**config.mk**
```make
export PLATFORM = sky130hd
export DESIGN_NAME = cpfd_engine
export DESIGN_NICKNAME = d
export VERILOG_FILES = /design/src/rtl/cpfd_pkg.sv /design/src/rtl/cpfd_pi_decode.sv /design/src/rtl/cpfd_word_cmp.sv /design/src/rtl/cpfd_engine.sv
export SDC_FILE = /design/constraint.sdc
export NUM_CORES = 2
export LEC_CHECK = 0
export BUFFER_PORTS_ARGS = -buffer_cell sky130_fd_sc_hd__buf_2
export CAP_MARGIN = 20
export CORE_MARGIN = 2
export CORE_UTILIZATION = 25
export DETAILED_ROUTE_END_ITERATION = 7
export GPL_TIMING_DRIVEN = 0
export REMOVE_ABC_BUFFERS = 1
export SYNTH_ARGS = -nofsm -noshare
export SYNTH_HDL_FRONTEND = slang
export SYNTH_SLANG_ARGS = --single-unit
```
**constraint.sdc**
```tcl
create_clock -name clk -period 2.9 [get_ports clk]
set_input_delay 0.29 -clock clk [delete_from_list [all_inputs] [get_ports clk]]
set_output_delay 0.29 -clock clk [all_outputs]
set_load 0.02 [all_outputs]
```
**src/rtl/cpfd_pkg.sv**
```systemverilog
// Shared constants and carrier types for the compare command engine
package cpfd_pkg;
    // Register byte offsets
    localparam logic [7:0] OFS_CTRL = 8'h00;
    localparam logic [7:0] OFS_STATUS = 8'h04;
    localparam logic [7:0] OFS_CDW10 = 8'h08;
    localparam logic [7:0] OFS_CDW11 = 8'h0C;
    localparam logic [7:0] OFS_CDW12 = 8'h10;
    localparam logic [7:0] OFS_CDW14 = 8'h14;
    localparam logic [7:0] OFS_CDW15 = 8'h18;
    localparam logic [7:0] OFS_META_POINTER_LO = 8'h1C;
    localparam logic [7:0] OFS_META_POINTER_HI = 8'h20;
    localparam logic [7:0] OFS_DPTR0 = 8'h24;
    localparam logic [7:0] OFS_BLKS = 8'h34;
    // Control register fields
    localparam int CTRL_START = 0;
    localparam int CTRL_PI_NS = 1;
    localparam int CTRL_SGL = 2;
    localparam int CTRL_META_LO = 8;
    localparam int CTRL_META_HI = 12;
    // Status register fields
    localparam int ST_BUSY = 0;
    localparam int ST_DONE = 1;
    localparam int ST_SCT_LO = 8;
    localparam int ST_SC_LO = 16;
    // Command dword 12 fields
    localparam int D12_PROT_INFO_FIELD_LO = 26;
    localparam int D12_PROT_INFO_FIELD_HI = 29;
    localparam int PROT_INFO_FIELD_ACTION = 3;
    localparam int PROT_INFO_FIELD_GUARD = 2;
    localparam int PROT_INFO_FIELD_APP = 1;
    localparam int PROT_INFO_FIELD_REF = 0;
    // Block layout in 32-bit words
    localparam logic [7:0] DATA_WORDS = 8'h80;
    localparam logic [4:0] PI_WORDS = 5'h02;
    // Reset values
    localparam logic [31:0] RST_WORD = 32'h0000_0000;
    // Completion status type and codes
    localparam logic [2:0] SCT_GENERIC = 3'h0;
    localparam logic [2:0] SCT_CMD = 3'h1;
    localparam logic [2:0] SCT_MEDIA = 3'h2;
    localparam logic [7:0] SC_SUCCESS = 8'h00;
    localparam logic [7:0] SC_INVALID_PI = 8'h81;
    localparam logic [7:0] SC_CMP_FAIL = 8'h01;
    localparam logic [7:0] SC_PI_CHECK = 8'h02;

    typedef struct packed {
        logic strip;
        logic insert_meta;
        logic pass;
        logic chk_guard;
        logic chk_app;
        logic chk_ref;
        logic invalid;
    } cpfd_pi_ctl_type;

    typedef struct packed {
        logic [2:0] sct;
        logic [7:0] sc;
    } cpfd_cpl_type;

    typedef struct packed {
        logic sgl;
        logic [63:0] meta;
        logic [127:0] data;
    } cpfd_desc_type;
endpackage : cpfd_pkg

```
**src/rtl/cpfd_pi_decode.sv**
```systemverilog
// Decoder of the protection action and check field
`timescale 1ns/1ps
`default_nettype none
module cpfd_pi_decode (
    input wire logic clk,
    input wire logic rst,
    input wire logic [3:0] prot_info_field,
    input wire logic pi_ns,
    input wire logic [4:0] meta_words,
    output cpfd_pkg::cpfd_pi_ctl_type pi_ctl
);
    logic act;
    logic meta8;
    // Everything is gated by the namespace format
    assign act = pi_ns && prot_info_field[cpfd_pkg::PROT_INFO_FIELD_ACTION];
    assign meta8 = meta_words == cpfd_pkg::PI_WORDS;
    assign pi_ctl.strip = act && meta8;
    assign pi_ctl.insert_meta = act && (meta_words > cpfd_pkg::PI_WORDS);
    assign pi_ctl.pass = !(act && meta8);
    assign pi_ctl.chk_guard = pi_ns && prot_info_field[cpfd_pkg::PROT_INFO_FIELD_GUARD];
    assign pi_ctl.chk_app = pi_ns && prot_info_field[cpfd_pkg::PROT_INFO_FIELD_APP];
    assign pi_ctl.chk_ref = pi_ns && prot_info_field[cpfd_pkg::PROT_INFO_FIELD_REF];
    // A compare may not ask for an action, so a set action is invalid
    assign pi_ctl.invalid = act;

    property p_strip;
        @(posedge clk) disable iff (rst)
        (pi_ns && prot_info_field[3] && meta_words == 5'h02) |-> pi_ctl.strip && !pi_ctl.pass;
    endproperty
    a_strip: assert property (p_strip) else $error("strip not selected");
    property p_insert;
        @(posedge clk) disable iff (rst)
        (pi_ns && prot_info_field[3] && meta_words > 5'h02) |-> pi_ctl.insert_meta && pi_ctl.pass;
    endproperty
    a_insert: assert property (p_insert) else $error("pass or insert not selected");
    property p_pass;
        @(posedge clk) disable iff (rst)
        !prot_info_field[3] |-> pi_ctl.pass && !pi_ctl.strip && !pi_ctl.insert_meta;
    endproperty
    a_pass: assert property (p_pass) else $error("action clear but not passing");
    property p_ns_off;
        @(posedge clk) disable iff (rst)
        !pi_ns |-> !pi_ctl.chk_guard && !pi_ctl.chk_app && !pi_ctl.chk_ref && !pi_ctl.invalid;
    endproperty
    a_ns_off: assert property (p_ns_off) else $error("fields used without format");
endmodule : cpfd_pi_decode
`default_nettype wire

```
**src/rtl/cpfd_word_cmp.sv**
```systemverilog
// Byte-masked comparator of one 32-bit word
`timescale 1ns/1ps
`default_nettype none
module cpfd_word_cmp (
    input wire logic [31:0] a,
    input wire logic [31:0] b,
    input wire logic [3:0] byte_en,
    output logic miss
);
    logic [3:0] lane_miss;
    // One lane per byte so excluded bytes never count
    genvar g;
    generate
        for (g = 0; g < 4; g++) begin : g_lane
            assign lane_miss[g] = byte_en[g] && (a[8*g+7:8*g] != b[8*g+7:8*g]);
        end
    endgenerate
    assign miss = |lane_miss;
endmodule : cpfd_word_cmp
`default_nettype wire

```
**src/rtl/cpfd_engine.sv**
```systemverilog
// Compare command engine with register port, media and host streams
`timescale 1ns/1ps
`default_nettype none
module cpfd_engine (
    input wire logic clk,
    input wire logic rst,
    input wire logic [7:0] reg_addr,
    input wire logic [31:0] reg_wdata,
    input wire logic reg_wr,
    input wire logic reg_rd,
    output logic [31:0] reg_rdata,
    output logic media_req_valid,
    input wire logic media_req_ready,
    output logic [63:0] media_req_lba,
    input wire logic media_data_valid,
    input wire logic [31:0] media_data,
    output logic media_data_ready,
    input wire logic host_data_valid,
    input wire logic [31:0] host_data,
    output logic host_data_ready,
    output cpfd_pkg::cpfd_desc_type xfer_desc,
    output logic cpl_valid,
    output cpfd_pkg::cpfd_cpl_type cpl
);
    typedef enum logic [2:0] {S_IDLE, S_CHECK, S_REQ, S_XFER, S_CPL} cpfd_state_type;

    cpfd_state_type state_reg;
    logic [31:0] ctrl_reg;
    logic [31:0] cdw10_reg;
    logic [31:0] cdw11_reg;
    logic [31:0] cdw12_reg;
    logic [31:0] cdw14_reg;
    logic [31:0] cdw15_reg;
    logic [63:0] meta_pointer_reg;
    logic [127:0] buffer_pointer_reg;
    logic done_reg;
    logic miss_reg;
    logic pierr_reg;
    logic [15:0] blk_reg;
    logic [7:0] word_reg;
    logic [31:0] rdata_reg;
    cpfd_pkg::cpfd_pi_ctl_type pi_ctl;
    logic start;
    logic beat;
    logic [4:0] meta_words;
    logic pi_on;
    logic [7:0] last_word;
    logic pi_a;
    logic pi_b;
    logic last_beat;
    logic [3:0] byte_en;
    logic word_miss;
    logic pi_miss;

    // True when a register write hits the given offset
    function automatic logic hit(input logic [7:0] addr, input logic [7:0] ofs);
        hit = addr == ofs;
    endfunction : hit

    assign meta_words = ctrl_reg[cpfd_pkg::CTRL_META_HI:cpfd_pkg::CTRL_META_LO];
    // Start is ignored while a command is in flight
    assign start = reg_wr && hit(reg_addr, cpfd_pkg::OFS_CTRL)
        && reg_wdata[cpfd_pkg::CTRL_START] && state_reg == S_IDLE;

    cpfd_pi_decode u_pi_decode (
        .clk(clk),
        .rst(rst),
        .prot_info_field(cdw12_reg[cpfd_pkg::D12_PROT_INFO_FIELD_HI:cpfd_pkg::D12_PROT_INFO_FIELD_LO]),
        .pi_ns(ctrl_reg[cpfd_pkg::CTRL_PI_NS]),
        .meta_words(meta_words),
        .pi_ctl(pi_ctl)
    );

    // Command fields; dword 12 bits 25:16 and other dwords are never looked at
    always_ff @(posedge clk) begin
        if (rst) begin
            cdw10_reg <= cpfd_pkg::RST_WORD;
            cdw11_reg <= cpfd_pkg::RST_WORD;
            cdw12_reg <= cpfd_pkg::RST_WORD;
            cdw14_reg <= cpfd_pkg::RST_WORD;
            cdw15_reg <= cpfd_pkg::RST_WORD;
            ctrl_reg <= cpfd_pkg::RST_WORD;
        end else if (reg_wr && state_reg == S_IDLE) begin
            if (hit(reg_addr, cpfd_pkg::OFS_CDW10)) cdw10_reg <= reg_wdata;
            if (hit(reg_addr, cpfd_pkg::OFS_CDW11)) cdw11_reg <= reg_wdata;
            if (hit(reg_addr, cpfd_pkg::OFS_CDW12)) cdw12_reg <= reg_wdata;
            if (hit(reg_addr, cpfd_pkg::OFS_CDW14)) cdw14_reg <= reg_wdata;
            if (hit(reg_addr, cpfd_pkg::OFS_CDW15)) cdw15_reg <= reg_wdata;
            if (hit(reg_addr, cpfd_pkg::OFS_CTRL)) ctrl_reg <= reg_wdata & 32'h0000_1F06;
        end
    end

    // Pointer words, 64 and 128 bits, filled a word at a time
    always_ff @(posedge clk) begin
        if (rst) begin
            meta_pointer_reg <= 64'h0000_0000_0000_0000;
            buffer_pointer_reg <= 128'h0;
        end else if (reg_wr && state_reg == S_IDLE) begin
            if (hit(reg_addr, cpfd_pkg::OFS_META_POINTER_LO)) meta_pointer_reg[31:0] <= reg_wdata;
            if (hit(reg_addr, cpfd_pkg::OFS_META_POINTER_HI)) meta_pointer_reg[63:32] <= reg_wdata;
            for (int i = 0; i < 4; i++) begin
                if (reg_addr == cpfd_pkg::OFS_DPTR0 + 8'(4 * i)) begin
                    buffer_pointer_reg[32*i+:32] <= reg_wdata;
                end
            end
        end
    end

    // Descriptors latched at check time so they stay put during the transfer
    always_ff @(posedge clk) begin
        if (rst) begin
            xfer_desc <= '0;
        end else if (state_reg == S_CHECK) begin
            xfer_desc.sgl <= ctrl_reg[cpfd_pkg::CTRL_SGL];
            xfer_desc.meta <= meta_pointer_reg;
            xfer_desc.data <= buffer_pointer_reg;
        end
    end

    // Block layout: data words, then metadata with protection in the last 8 bytes
    assign pi_on = ctrl_reg[cpfd_pkg::CTRL_PI_NS] && meta_words >= cpfd_pkg::PI_WORDS;
    assign last_word = cpfd_pkg::DATA_WORDS + {3'h0, meta_words} - 8'h01;
    assign pi_a = pi_on && word_reg == last_word - 8'h01;
    assign pi_b = pi_on && word_reg == last_word;
    assign beat = state_reg == S_XFER && media_data_valid && host_data_valid;
    assign last_beat = beat && word_reg == last_word;
    // Handshakes only move both streams together
    assign media_data_ready = beat;
    assign host_data_ready = beat;
    assign byte_en = (pi_a || pi_b) ? 4'h0 : 4'hF;

    cpfd_word_cmp u_word_cmp (
        .a(media_data),
        .b(host_data),
        .byte_en(byte_en),
        .miss(word_miss)
    );

    // Protection field checks against media contents
    always_comb begin
        pi_miss = 1'b0;
        if (pi_a && pi_ctl.chk_guard && media_data[31:16] != host_data[31:16]) begin
            pi_miss = 1'b1;
        end
        if (pi_a && pi_ctl.chk_app && ((media_data[15:0] ^ cdw15_reg[15:0])
            & cdw15_reg[31:16]) != 16'h0000) begin
            pi_miss = 1'b1;
        end
        if (pi_b && pi_ctl.chk_ref && media_data != cdw14_reg + {16'h0000, blk_reg}) begin
            pi_miss = 1'b1;
        end
    end

    // Command sequencer
    always_ff @(posedge clk) begin
        if (rst) begin
            state_reg <= S_IDLE;
        end else begin
            case (state_reg)
                S_IDLE: begin
                    if (start) state_reg <= S_CHECK;
                end
                S_CHECK: begin
                    state_reg <= pi_ctl.invalid ? S_CPL : S_REQ;
                end
                S_REQ: begin
                    if (media_req_ready) state_reg <= S_XFER;
                end
                S_XFER: begin
                    if (last_beat) begin
                        // Count is zero based: the block equal to it is the last
                        state_reg <= (blk_reg == cdw12_reg[15:0]) ? S_CPL : S_REQ;
                    end
                end
                S_CPL: begin
                    state_reg <= S_IDLE;
                end
                default: begin
                    state_reg <= S_IDLE;
                end
            endcase
        end
    end

    // Block and word position
    always_ff @(posedge clk) begin
        if (rst || state_reg == S_CHECK) begin
            blk_reg <= 16'h0000;
            word_reg <= 8'h00;
        end else if (last_beat) begin
            blk_reg <= blk_reg + 16'h0001;
            word_reg <= 8'h00;
        end else if (beat) begin
            word_reg <= word_reg + 8'h01;
        end
    end

    // Contiguous range from the start address
    assign media_req_valid = state_reg == S_REQ;
    assign media_req_lba = {cdw11_reg, cdw10_reg} + {48'h0, blk_reg};

    // Sticky mismatch flags, cleared per command
    always_ff @(posedge clk) begin
        if (rst || state_reg == S_CHECK) begin
            miss_reg <= 1'b0;
            pierr_reg <= 1'b0;
        end else if (beat) begin
            if (word_miss) miss_reg <= 1'b1;
            if (pi_miss) pierr_reg <= 1'b1;
        end
    end

    // Completion entry; protection errors outrank plain miscompares
    always_ff @(posedge clk) begin
        if (rst) begin
            cpl <= '0;
        end else if (state_reg == S_CHECK && pi_ctl.invalid) begin
            cpl <= {cpfd_pkg::SCT_CMD, cpfd_pkg::SC_INVALID_PI};
        end else if (last_beat) begin
            if (pierr_reg || pi_miss) begin
                cpl <= {cpfd_pkg::SCT_MEDIA, cpfd_pkg::SC_PI_CHECK};
            end else if (miss_reg || word_miss) begin
                cpl <= {cpfd_pkg::SCT_MEDIA, cpfd_pkg::SC_CMP_FAIL};
            end else begin
                cpl <= {cpfd_pkg::SCT_GENERIC, cpfd_pkg::SC_SUCCESS};
            end
        end
    end
    assign cpl_valid = state_reg == S_CPL;

    // Done flag: a completion in the same cycle as the clear wins
    always_ff @(posedge clk) begin
        if (rst) begin
            done_reg <= 1'b0;
        end else if (cpl_valid) begin
            done_reg <= 1'b1;
        end else if (reg_wr && hit(reg_addr, cpfd_pkg::OFS_STATUS)
            && reg_wdata[cpfd_pkg::ST_DONE]) begin
            done_reg <= 1'b0;
        end
    end

    // Read port, data one cycle after the strobe; unmapped reads give zero
    always_ff @(posedge clk) begin
        if (rst) begin
            rdata_reg <= cpfd_pkg::RST_WORD;
        end else if (reg_rd) begin
            case (reg_addr)
                cpfd_pkg::OFS_CTRL: rdata_reg <= ctrl_reg;
                cpfd_pkg::OFS_STATUS: rdata_reg <= {8'h00, cpl.sc, 5'h00, cpl.sct,
                    6'h00, done_reg, state_reg != S_IDLE};
                cpfd_pkg::OFS_CDW10: rdata_reg <= cdw10_reg;
                cpfd_pkg::OFS_CDW11: rdata_reg <= cdw11_reg;
                cpfd_pkg::OFS_CDW12: rdata_reg <= cdw12_reg;
                cpfd_pkg::OFS_CDW14: rdata_reg <= cdw14_reg;
                cpfd_pkg::OFS_CDW15: rdata_reg <= cdw15_reg;
                cpfd_pkg::OFS_BLKS: rdata_reg <= {16'h0000, blk_reg};
                default: rdata_reg <= cpfd_pkg::RST_WORD;
            endcase
        end else begin
            rdata_reg <= cpfd_pkg::RST_WORD;
        end
    end
    assign reg_rdata = rdata_reg;

    property p_invalid_sc;
        @(posedge clk) disable iff (rst)
        (state_reg == S_CHECK && cdw12_reg[29] && ctrl_reg[1])
            |=> cpl_valid && cpl.sc == 8'h81 && cpl.sct == 3'h1;
    endproperty
    a_invalid_sc: assert property (p_invalid_sc) else $error("no 81h for invalid");
    property p_first_lba;
        @(posedge clk) disable iff (rst)
        (state_reg == S_CHECK && !pi_ctl.invalid)
            |=> media_req_valid && media_req_lba == {cdw11_reg, cdw10_reg};
    endproperty
    a_first_lba: assert property (p_first_lba) else $error("bad first block");
    property p_last_block;
        @(posedge clk) disable iff (rst)
        (last_beat && blk_reg == cdw12_reg[15:0]) |=> cpl_valid ##1 state_reg == S_IDLE;
    endproperty
    a_last_block: assert property (p_last_block) else $error("count not honoured");
    property p_next_block;
        @(posedge clk) disable iff (rst)
        (last_beat && blk_reg != cdw12_reg[15:0])
            |=> media_req_valid && media_req_lba == $past(media_req_lba) + 64'h1;
    endproperty
    a_next_block: assert property (p_next_block) else $error("range not contiguous");
    property p_fail;
        @(posedge clk) disable iff (rst)
        (cpl_valid && miss_reg && !pierr_reg && !$past(pi_ctl.invalid))
            |-> cpl.sc == 8'h01 && cpl.sct == 3'h2;
    endproperty
    a_fail: assert property (p_fail) else $error("miscompare not failed");
    property p_success;
        @(posedge clk) disable iff (rst)
        (cpl_valid && !miss_reg && !pierr_reg && $past(state_reg) == S_XFER)
            |-> cpl.sc == 8'h00;
    endproperty
    a_success: assert property (p_success) else $error("clean compare not success");
    property p_pi_excluded;
        @(posedge clk) disable iff (rst)
        (beat && (pi_a || pi_b)) |-> !word_miss;
    endproperty
    a_pi_excluded: assert property (p_pi_excluded) else $error("protection bytes compared");
    property p_no_checks;
        @(posedge clk) disable iff (rst)
        (state_reg == S_XFER && !pi_ctl.chk_guard && !pi_ctl.chk_app && !pi_ctl.chk_ref)
            |=> !$rose(pierr_reg);
    endproperty
    a_no_checks: assert property (p_no_checks) else $error("unrequested check");
    property p_desc;
        @(posedge clk) disable iff (rst)
        (state_reg == S_CHECK) |=> xfer_desc.meta == meta_pointer_reg && xfer_desc.data == buffer_pointer_reg
            && xfer_desc.sgl == ctrl_reg[2];
    endproperty
    a_desc: assert property (p_desc) else $error("descriptors not taken");
endmodule : cpfd_engine
`default_nettype wire

```
# After elaboration in Yosys (flattened, before gate mapping)
# Index checks and enable logic that the tools add are counted.
# word_totals
out_inout_bits	304
elab_cells	139
ff_bits	624
in_bits	111
# classes
order_cmp	1
n_bitwise	3
mux	17
reduce_logical	56
eq_ne	29
add_sub_neg	7
# ops
op	count
$pmux 32 s8	1
$add 64x16->64	1
$eq 8x6->1 const B	6
$add 32x16->32	1
$eq 8x5->1 const B	4
$ne 32x32->1	1
$ne 8x8->1	4
$reduce_and 2->1	14
$logic_and 1x1->1	27
$mux 10	2
$mux 9	2
$add 16x1->16 const B	1
$and 16x16->16	1
$eq 16x16->1	1
$eq 8x4->1 const B	2
$eq 8x8->1	2
$ne 16x16->1	1
$reduce_bool 16->1	1
$sub 8x1->8 const B	2
$xor 16x16->16	1
$mux 3	5
$pmux 3 s4	1
$add 8x1->8 const B	1
$add 8x5->8 const A	1
18 further kinds	30

# Logic depth before layout (Yosys ltp)
# logic_depth
depth_word	14
depth_mapped	14
ltp_nobuf	13

# Hierarchy
# Synthesis repeated with hierarchy kept, for this count alone.
# unflattened
cells_unflattened	3500
area_unflattened_um2	26918.3
# modules_own_cells
mod	area_per_inst_um2	seq_area_each_um2	instances	cells_per_inst
cpfd_engine	26484.2	12371.9	1	3445
cpfd_word_cmp	356.6	0.0	1	45
cpfd_pi_decode	77.6	0.0	1	10

# Least setup slack after synthesis
# OpenSTA, ideal clock, no wires.
# synth_timing
path_type	register -> output
start	reg blk_reg[0]
end	out media_req_lba[56]
path_slack_ns	-0.483
required_time_ns	2.610
stages_incl_launch_ff	14
arrival_ns	3.093
n_path_buf	0
cell_sequence	dfxtp_1 -> ha_1 -> inv_1 -> fa_1 -> nor2b_1 -> o21ai_0 -> a21boi_0 -> o21ai_1 -> a211oi_1 -> nor2_1 -> o21ai_1 -> nand2_1 -> nor4_1 -> xor2_1
# synth_between
elab_chain_cells	1
# synth_lines
item	line_no	rtl
from (decl)	cpfd_engine.sv:39	logic [15:0] blk_reg;
from (signal assigned)	cpfd_engine.sv:191	blk_reg <= blk_reg + 16'h0001;
$add 64x16->64	cpfd_engine.sv:200	assign media_req_lba = {cdw11_reg, cdw10_reg} + {48'h0, blk_reg};
to (decl)	cpfd_engine.sv:14	output logic [63:0] media_req_lba,
# No other way between the ends.

# Worst setup path after layout
# layout_timing
start	reg blk_reg[0]
end	out media_req_lba[62]
# The elaborated chain is that of the path after synthesis.

==> results_dict.tcl <==
set metrics [dict create \
    largest_reg_flops 193 \
    synthFlopType "dfxtp_1" \
    grt_max_degree 157 \
    cts_made_buffers 73 \
    drive_above_1_share 0.229 \
    fmax_mhz 258 \
    grt_antenna_before_repair 14 \
    num_rows 120 \
    fin_nets 4058 \
    setup_slack_ns -0.976 \
    yosysTopAreaCellShare 0.458 \
    synthArstFlopShare 0 \
    cts.sinks 618 \
    dp_hpwl_um 82900 \
    p_leak_nw 13.4 \
    rsz0062_at_grt "true" \
    htree_levels 3 \
    ys_ff_latch 618 \
    worst_pin_slew_ns 1.07 \
    fin_skew_ns 0.0350 \
    holdWs_ns 0.0494 \
    viasPerCell 5.01 \
    fin_tns_setup_ns -38.78 \
    path_max_fanout 7 \
    overflow 0 \
    timing.slew.headroom 0.287 \
    drt_iter0_drc 2885 \
    route.detailed.drc 0 \
    clk_pin_slew_ns 0.06 \
    status "finished with violations" \
    synth_warnings 0 \
    die-area_sq_um 111000 \
    dieWidth_um 333 \
    hold_viol_final 0 \
    areaGrowthSynthToFinish_pct 32.0 \
    avgSynthCellArea_sq_um 7.64 \
    r2r_start "blk_reg[0]" \
    startpoint "blk_reg[0]" \
    post-route-period-util 1.34 \
    drt_pass1_iterations 8 \
    grt_pass1_vias 24700 \
    ys_types 78 \
    maxCapViolations 0 \
    p_per_area_nw_per_um2 533 \
    power_mw 19.0 \
    grt_pass1_wl_um 169000 \
    cts_tree "yes" \
    drt-total-wl_um 119000 \
    fin_crit_ns 3.88 \
    synth_area_leaders "dfxtp_1 46%, nand2_1 16%, a21oi_1 12%" \
    cts_buffer_depth 3 \
    clk_latency_ns 0.65 \
    fp.dieH_um 333 \
    startpoint_type "flop" \
    pin_count 415 \
    yosysSeqAreaShare 0.458 \
    ant_nets 0 \
    port_buffers 408 \
    coreArea_sq_um 107000 \
    synth_cells 3537 \
    endpoint_kind "primary output" \
    synth_top_area_cell "dfxtp_1" \
    post-place-ws_ns -1.73 \
    worstSetupPathType "flop to primary output" \
    violations "negative setup slack" \
    gp_congestion 0.958 \
    setup_violations 62 \
    wl_per_cell_um 22.2 \
    yosysMostFrequentCell "nand2_1" \
    syn-cell-area_sq_um 27000 \
    required_ns 2.61 \
    min-delay-start "reg_wr" \
    cts_hold_buf 0 \
    initial_utilization 0.252 \
    track_usage 0.204 \
    hp-class "input pin to flop" \
    cts_root_buffer "clkbuf_16" \
    peakVddDrop_uv 460 \
    critPathArrivalTime_ns 3.59 \
    drv_slew 0 \
    synth_edf_count 0 \
    synth_common_cells "1,182 x nand2_1, 629 x a21oi_1, 618 x dfxtp_1" \
    via_count 26900 \
]
-- kinds of logic after synthesis --
kind of cell,after synthesis,synth area share
and+or+nand+nor,1524,0.232
AOI/OAI and AO/OA,830,0.173
DFF,618,0.458
buffers and inverters,297,0.0431
xor gates and xnor gates,195,0.0632
adders and majority gates,39,0.0186
muxes,33,0.0123
other,1,0.000139
-- layout make-up --
cell class | count | area, sq um
Clock buffer | 100 | 2100
Sequential cell | 618 | 12400
Clock inverter | 26 | 288
Tap cell | 1403 | 1760
Fill cell | 11200 | 71500
Antenna cell | 1 | 2.50
Timing Repair Buffer | 553 | 4050
Inverter | 33 | 126
Multi-Input combinational cell | 2629 | 14900
-- power by group --
group | internal [mW] | leakage [nW] | switching (mW)
Combinational | 0.310 | 7.22 | 0.883
Sequential | 8.49 | 4.99 | 0.0182
Clock | 5.37 | 1.16 | 3.94
-- per-layer routing --
metal,GRT usage,vias to the layer above,wire [um]
met5,0,-,60
met4,0.0703,8,4220
met3,0.0687,223,13400
met2,0.318,1250,52500
met1,0.264,12800,48700
li1,-,12600,-
-- cells in the final DEF (no fill, tap or decap), drive strengths merged, types with 12 or more instances in the layout --
master,count
nand2,1182
a22oi,34
and3,28
ha,37
a31oi,12
nand4,29
nor2,108
clkinv,14
nand3,59
buf,553
xor2,105
mux2i,31
clkbuf,100
a21oi,630
a21o,14
a221oi,16
inv,37
xnor2,90
dfxtp,618
o21ai,42
nor3,33
nor4,20
-- worst max-delay path, stage by stage, from the launching register on --
cell	delay, ns
dfxtp_4	0.37
ha_4	0.14
inv_2	0.04
fa_2	0.34
nor2b_2	0.13
o21ai_2	0.07
a21boi_2	0.18
o21ai_2	0.09
a211oi_2	0.28
nor2_2	0.10
o21ai_2	0.17
and2_4	0.24
nand4_1	0.25
xnor2_4	0.38
buf_6	0.17
-- repair_timing --
action / 4_1_cts / 5_1_grt
pin swaps: 71 / 66
cloned: 2 / 0
buffers inserted: 47 / 35
endpoints found under the setup margin: 286 / 212
resized for setup: 295 / 107
-- worst paths after layout --
| kind | to | slack [ns] | cells after the start |
|---|---|---|---|
| setup reg to reg | cpl[9] | -0.66 | 16 |
| hold reg to reg | xfer_desc[54] | 0.43 | 2 |
| setup / recovery | media_req_lba[62] | -0.98 | 14 |
| hold / removal | done_reg | 0.05 | 4 |
-- metrics by stage --
| step | std cells | cell area, sq um | utilization |
|---|---|---|---|
| after floorplan | 3278 | 26000 | - |
| after global placement | 5089 | 29800 | 0.278 |
| after detailed placement | 5153 | 30900 | 0.289 |
| after CTS | 5328 | 34900 | 0.326 |
| after global routing | 5362 | 35700 | 0.333 |
| final | 5363 | 35700 | 0.333 |
Note: power is estimated with default switching activity, not from simulation.
